--- src/msc_regs.svh ---
// timing and reset constants for the module system controller
`ifndef MSC_REGS_SVH
`define MSC_REGS_SVH
`define MSC_CLK_PERIOD_NS 10
`define MSC_SUPPLY_SETTLE_US 100
`define MSC_SUPPLY_SETTLE_CYC \
    ((`MSC_SUPPLY_SETTLE_US * 1000 + `MSC_CLK_PERIOD_NS - 1) / \
    `MSC_CLK_PERIOD_NS)
`define MSC_CNT_W 16
`define MSC_LED_GREEN 0
`define MSC_LED_RED 1
// red alone from reset until the controller reaches run
`define MSC_LED_RESET 2'h2
`endif

--- src/msc_pkg.sv ---
// types for the module system controller
`default_nettype none
package msc_pkg;
    typedef enum logic [2:0] {
        MSC_WAIT_SUPPLY = 3'b001,
        MSC_SETTLE = 3'b010,
        MSC_RUN = 3'b100
    } msc_state_t;
endpackage
`default_nettype wire

--- src/msc_sync.sv ---
// three-stage synchroniser with agreement filter for one pin input
`timescale 1ns/1ns
`default_nettype none
module msc_sync #(
    parameter logic RESET_VALUE = 1'b1
) (
    input wire logic sys_clk_i,
    input wire logic reset_n_i,
    input wire logic async_i,
    output logic sync_o
);
    logic [2:0] stage;
    logic [2:0] next_stage;
    logic next_sync;

    always_comb begin
        next_stage = {stage[1:0], async_i};
        // first stage only feeds the second
        next_sync = (stage[1] == stage[2]) ? stage[2] : sync_o;
    end

    always_ff @(posedge sys_clk_i) begin
        if (!reset_n_i) begin
            stage <= {3{RESET_VALUE}};
            sync_o <= RESET_VALUE;
        end else begin
            stage <= next_stage;
            sync_o <= next_sync;
        end
    end
endmodule
`default_nettype wire

--- src/msc_top.sv ---
// module system controller: configuration, reset, jtag and led steering
`timescale 1ns/1ns
`default_nettype none
`include "msc_regs.svh"
module msc_top
    import msc_pkg::*;
#(
    parameter int SETTLE_CYC = `MSC_SUPPLY_SETTLE_CYC
) (
    input wire logic sys_clk_i,
    input wire logic reset_n_i,
    input wire logic supplies_ok_i,
    input wire logic power_enable_in_i,
    input wire logic external_reset_n_i,
    input wire logic jtag_target_select_i,
    input wire logic fpga_config_done_i,
    input wire logic [1:0] user_led_i,
    input wire logic jtag_tck_i,
    input wire logic jtag_tms_i,
    input wire logic jtag_tdi_i,
    output logic jtag_tdo_o,
    output logic fpga_tck_o,
    output logic fpga_tms_o,
    output logic fpga_tdi_o,
    input wire logic fpga_tdo_i,
    output logic ctrl_tck_o,
    output logic ctrl_tms_o,
    output logic ctrl_tdi_o,
    input wire logic ctrl_tdo_i,
    output logic power_good_out_o,
    output logic fpga_program_n_o,
    output logic fpga_por_n_o,
    output logic dcdc_enable_o,
    output logic green_status_led_o,
    output logic red_status_led_o
);
    logic supplies_ok;
    logic power_enable_in;
    logic external_reset_n;
    logic config_done;
    logic jtag_sel;
    logic user_green;
    logic user_red;
    msc_state_t state;
    msc_state_t next_state;
    logic [`MSC_CNT_W-1:0] settle_cnt;
    logic [`MSC_CNT_W-1:0] next_settle_cnt;
    logic next_power_good;
    logic next_program_n;
    logic next_por_n;
    logic [1:0] next_led;
    logic [1:0] led;

    // run state is decoded for several outputs
    function automatic logic in_run(input msc_state_t s);
        return s == MSC_RUN;
    endfunction

    // pin inputs other than the jtag lines pass three flops and the filter flop before anything looks at them
    msc_sync #(
        .RESET_VALUE(1'b0)
    ) u_sync_supply (
        .sys_clk_i(sys_clk_i),
        .reset_n_i(reset_n_i),
        .async_i(supplies_ok_i),
        .sync_o(supplies_ok)
    );

    msc_sync #(
        .RESET_VALUE(1'b1)
    ) u_sync_en (
        .sys_clk_i(sys_clk_i),
        .reset_n_i(reset_n_i),
        .async_i(power_enable_in_i),
        .sync_o(power_enable_in)
    );

    msc_sync #(
        .RESET_VALUE(1'b1)
    ) u_sync_rst (
        .sys_clk_i(sys_clk_i),
        .reset_n_i(reset_n_i),
        .async_i(external_reset_n_i),
        .sync_o(external_reset_n)
    );

    msc_sync #(
        .RESET_VALUE(1'b0)
    ) u_sync_done (
        .sys_clk_i(sys_clk_i),
        .reset_n_i(reset_n_i),
        .async_i(fpga_config_done_i),
        .sync_o(config_done)
    );

    msc_sync #(
        .RESET_VALUE(1'b0)
    ) u_sync_jtag (
        .sys_clk_i(sys_clk_i),
        .reset_n_i(reset_n_i),
        .async_i(jtag_target_select_i),
        .sync_o(jtag_sel)
    );

    // user leds run on the fpga's clock, so they cross like any pin;
    // this costs a few cycles of led latency, which nobody can see
    msc_sync #(
        .RESET_VALUE(1'b0)
    ) u_sync_led_green (
        .sys_clk_i(sys_clk_i),
        .reset_n_i(reset_n_i),
        .async_i(user_led_i[`MSC_LED_GREEN]),
        .sync_o(user_green)
    );

    msc_sync #(
        .RESET_VALUE(1'b0)
    ) u_sync_led_red (
        .sys_clk_i(sys_clk_i),
        .reset_n_i(reset_n_i),
        .async_i(user_led_i[`MSC_LED_RED]),
        .sync_o(user_red)
    );

    // supply sequencing: count a settle time once supplies report ok
    always_comb begin
        next_state = state;
        next_settle_cnt = settle_cnt;
        case (state)
            MSC_WAIT_SUPPLY: begin
                next_settle_cnt = '0;
                if (supplies_ok) begin
                    next_state = MSC_SETTLE;
                end
            end
            MSC_SETTLE: begin
                if (!supplies_ok) begin
                    next_state = MSC_WAIT_SUPPLY;
                end else if (settle_cnt >= `MSC_CNT_W'(SETTLE_CYC - 1)) begin
                    next_state = MSC_RUN;
                end else begin
                    next_settle_cnt = settle_cnt + `MSC_CNT_W'(1);
                end
            end
            MSC_RUN: begin
                if (!supplies_ok) begin
                    next_state = MSC_WAIT_SUPPLY;
                end
            end
            default: begin
                next_state = MSC_WAIT_SUPPLY;
            end
        endcase
    end

    always_comb begin
        // power good also drops with enable so the baseboard tristates
        next_power_good = in_run(state) && power_enable_in;
        next_program_n = in_run(state);
        // enable low looks like a power-on reset; external reset the same
        next_por_n = power_enable_in && external_reset_n;
        if (config_done && in_run(state)) begin
            next_led[`MSC_LED_GREEN] = user_green;
            next_led[`MSC_LED_RED] = user_red;
        end else begin
            // controller shows sequencing: red while unconfigured
            next_led[`MSC_LED_GREEN] = in_run(state);
            next_led[`MSC_LED_RED] = 1'b1;
        end
    end

    always_ff @(posedge sys_clk_i) begin
        if (!reset_n_i) begin
            state <= MSC_WAIT_SUPPLY;
            settle_cnt <= '0;
            power_good_out_o <= 1'b0;
            fpga_program_n_o <= 1'b0;
            fpga_por_n_o <= 1'b0;
            led <= `MSC_LED_RESET;
        end else begin
            state <= next_state;
            settle_cnt <= next_settle_cnt;
            power_good_out_o <= next_power_good;
            fpga_program_n_o <= next_program_n;
            fpga_por_n_o <= next_por_n;
            led <= next_led;
        end
    end

    assign green_status_led_o = led[`MSC_LED_GREEN];
    assign red_status_led_o = led[`MSC_LED_RED];
    // enable never reaches the converters; they stay on
    assign dcdc_enable_o = 1'b1;

    // jtag steering is combinational so tck is not resampled
    always_comb begin
        fpga_tck_o = 1'b0;
        fpga_tms_o = 1'b1;
        fpga_tdi_o = 1'b1;
        ctrl_tck_o = 1'b0;
        ctrl_tms_o = 1'b1;
        ctrl_tdi_o = 1'b1;
        if (jtag_sel) begin
            ctrl_tck_o = jtag_tck_i;
            ctrl_tms_o = jtag_tms_i;
            ctrl_tdi_o = jtag_tdi_i;
            jtag_tdo_o = ctrl_tdo_i;
        end else begin
            fpga_tck_o = jtag_tck_i;
            fpga_tms_o = jtag_tms_i;
            fpga_tdi_o = jtag_tdi_i;
            jtag_tdo_o = fpga_tdo_i;
        end
    end
endmodule
`default_nettype wire

--- config.mk ---
export PLATFORM = sky130hd
export DESIGN_NAME = msc_top
export DESIGN_NICKNAME = d
export VERILOG_FILES = /design/src/msc_pkg.sv /design/src/msc_sync.sv /design/src/msc_top.sv
export VERILOG_INCLUDE_DIRS = /design/src /design/src/src
export SDC_FILE = /design/constraint.sdc
export NUM_CORES = 1
export LEC_CHECK = 0
export BUFFER_PORTS_ARGS = -buffer_cell sky130_fd_sc_hd__buf_2
export CAP_MARGIN = 20
export CELL_PAD_IN_SITES_DETAIL_PLACEMENT = 0
export CELL_PAD_IN_SITES_GLOBAL_PLACEMENT = 1
export CORE_ASPECT_RATIO = 1.2
export CORE_UTILIZATION = 35
export DETAILED_ROUTE_END_ITERATION = 7
export PLACE_DENSITY = 0.75
export SLEW_MARGIN = 10
export SYNTH_ARGS = -nofsm -noshare
export SYNTH_HDL_FRONTEND = slang
export SYNTH_SLANG_ARGS = --single-unit
--- constraint.sdc ---
create_clock -name sys_clk_i -period 3.26 [get_ports sys_clk_i]
set_input_delay 0.163 -clock sys_clk_i [delete_from_list [all_inputs] [get_ports sys_clk_i]]
set_output_delay 0.163 -clock sys_clk_i [all_outputs]
set_load 0.01 [all_outputs]
==> out/results.txt <==
sequential area share after synthesis - 52.5%
DIE AREA - 5980 um^2
Clk Latency, worst-skew pair - 0.30 ns
switching portion of total power - 21.3%
Overall Power - 1.07 mW
share of cells above drive strength 1 - 19.1%
Synth Flop Type - dfxtp_1
Reg clk slew, reported paths - 0.09 ns
Synth area leaders - dfxtp_1, and2_1, nand2b_1
met2 WL - 1490 um
routed length per instance - 10.9 um
FF+latch count, synth - 52
critical path startpoint - settle_cnt[0]
Synth top cells by count - dfxtp_1, and2_1, nand2_1
Starting Density - 37.0%
syn_nets - 220
Post-CTS Hold Buffers - 0
Tot GR Track Use - 11.4%
dpl cells - 284
cell count after synthesis - 205
routed wl met3 - 88 um
Post-CTS Setup Bufs - 0
Sequential Power Share - 60.8%
io pins - 27
Worst R2R Setup Slack - 1.22 ns
critical path endpoint category - register
Clk pwr share - 36.4%
WP data arrival - 2.24 ns
Hold Vio Cnt, Final - 0
Die H - 84.5 um
synthesis-to-layout area growth - 12.4%
relative slew slack - 59.3%
Least-Margin Pin Slew - 0.609 ns
Placed Instance Area - 2130 um^2
post-CTS resize count - 0
Hold Startpoint - power_enable_in_i
final setup fails - 0
final wirelength - 3180 um
vias after detailed routing - 1,441
internal power - 0.841 mW
Yosys top cell area share - 52.5%
Iter 0 DRT Violations - 57
Max Clk Rate - 491 MHz
part of the cycle the worst path needs - 62.5%
most frequent cell after synthesis - dfxtp_1
Post-synth EDFFs - 0
Fin Clk Skew - 0.00514 ns
Routed Antenna Nets - 0
crit-path max FO - 27
Synth async-reset ratio - 0%
Die Wd - 70.7 um
syn_area_per_cell - 9.68 um^2
PD cells - 479 nW/um^2
first-pass GRT wire length - 5460 um
Required @ worst endpoint - 3.46 ns
DR pass1 iterations - 3
hold path cells - 2
Slew Viols, Final - 0
Rows - 29
Psw - 0.227 mW
status - finished, final reports clean
Combinational Power Share - 2.8%
TritonCTS Sinks - 52
synth warn - 0
DRC Markers - 0
Worst Reg-to-Reg Cells - 6
post-DP HPWL - 2170 um
H-tree level count - 2
ant diodes - 0
Core ar. - 5370 um^2
final core utilization - 41.5%
Post-Layout Cell Count - 292
Leak Pwr - 0.821 nW
CP Class - reg2reg
initial antenna violation count - 0
Worst Hold End - u_sync_en.stage[0]
max capacitance violation total - 0
Clock Tree Buf Depth - 2
largest net degree at the start of global routing - 37
dominant cell type by area after synthesis - dfxtp_1
vias in the first global route - 1,247
PortBufs - 25
post-route cell area - 2230 um^2
min Tclk post-route - 2.04 ns
Post-Syn Area - 1980 um^2
library cells used by synthesis - 41
Via density - 4.93
FF-to-FF End - settle_cnt[15]
TNS Setup - 0 ns
worst ir drop on vdd - 0.302 mV
top layer in use - met4
nets@finish - 244
worst r2r src - settle_cnt[0]
CTS tree - done
Overflow after GRT - 0
RePlAce Congestion - 0.758
Met1 Wirelength - 1550 um
class of the worst hold path - in2reg
TritonCTS Buffers - 5
root buffer cell - clkbuf_8
startpoint class of the critical path - register
RSZ-0062 raised after global routing - false
-- how the worst max path moves through the flow --
stage,to,depth (start not counted)
2_1_floorplan,settle_cnt[15],6
3_3_place_gp,settle_cnt[15],6
3_5_place_dp,settle_cnt[15],6
4_1_cts,settle_cnt[15],6
5_1_grt,settle_cnt[15],6
6_report,settle_cnt[15],6
-- state kept, by name, summed over array words and instances, names as in the netlist, 2 cells and up --
register,flops
settle_cnt,16
state,3
u_sync_done.stage,3
u_sync_en.stage,3
u_sync_jtag.stage,3
u_sync_led_green.stage,3
u_sync_led_red.stage,3
u_sync_rst.stage,3
u_sync_supply.stage,3
led,2
-- final cells by class --
| cell class | instances | area [um^2] |
|---|---|---|
| Clock buffer | 6 | 82.6 |
| Timing Repair Buffer | 25 | 125 |
| Sequential cell | 52 | 1040 |
| Fill cell | 569 | 3140 |
| Clock inverter | 2 | 17.5 |
| Tap cell | 62 | 77.6 |
| Multi-Input combinational cell | 142 | 876 |
| Inverter | 3 | 11.3 |
-- worst max-delay path, stage by stage, from the launching register on --
cell and delay, ns:
dfxtp_1 0.40, ha_1 0.19, nand3_1 0.13, a211o_2 0.36
a21boi_4 0.52, nor4_1 0.14, o21a_1 0.19
-- cells by family after synthesis --
| group | count (synthesis) | synth area share (%) |
|---|---|---|
| AOI/OAI and AO/OA | 48 | 15.8 |
| buffers and inverters | 11 | 3.40 |
| muxes | 1 | 0.567 |
| and+or+nand+nor | 91 | 26.9 |
| other | 1 | 0.189 |
| DFF | 52 | 52.5 |
| adders and majority gates | 1 | 0.630 |
-- power by group through the flow --
stage	registers [mW]	logic, mW	clock network, mW
after floorplan	0.664	0.0183	0
after global placement	0.665	0.0298	0
after detailed placement	0.665	0.0302	0
after CTS	0.650	0.0303	0.407
after global routing	0.651	0.0333	0.429
final	0.650	0.0297	0.388
-- stage by stage --
step / hold slack (ns) / setup slack, ns
2_1_floorplan: 0.236 / 1.60
5_1_grt: 0.0228 / 1.02
3_3_place_gp: 0.345 / 1.30
6_report: 0.0353 / 1.22
3_5_place_dp: 0.349 / 1.26
4_1_cts: 0.0256 / 1.23
-- layer usage --
metal	vias to the layer above	track usage (%)
met5	-	0
met4	0	3.82
met3	5	3.60
met2	15	18.4
met1	662	14.4
li1	759	-
-- placed cells by master (no fill, tap or decap), types with 2 or more instances in the layout --
cell,instances
o21ai_0,8
a21oi_2,3
a21boi_1,6
nand3_1,10
dfxtp_1,52
buf_2,25
o21a_1,3
inv_1,3
nand2_1,14
or2_2,2
nand3b_1,3
nand2b_1,9
clkbuf_8,6
nor2b_1,3
a21oi_1,11
or4_1,3
nor3_1,3
nor2_1,5
inv_6,2
o21ai_1,8
o31ai_1,3
and2_1,18
or3_1,9
and3_1,4
Power figures use the tool's default switching activity.
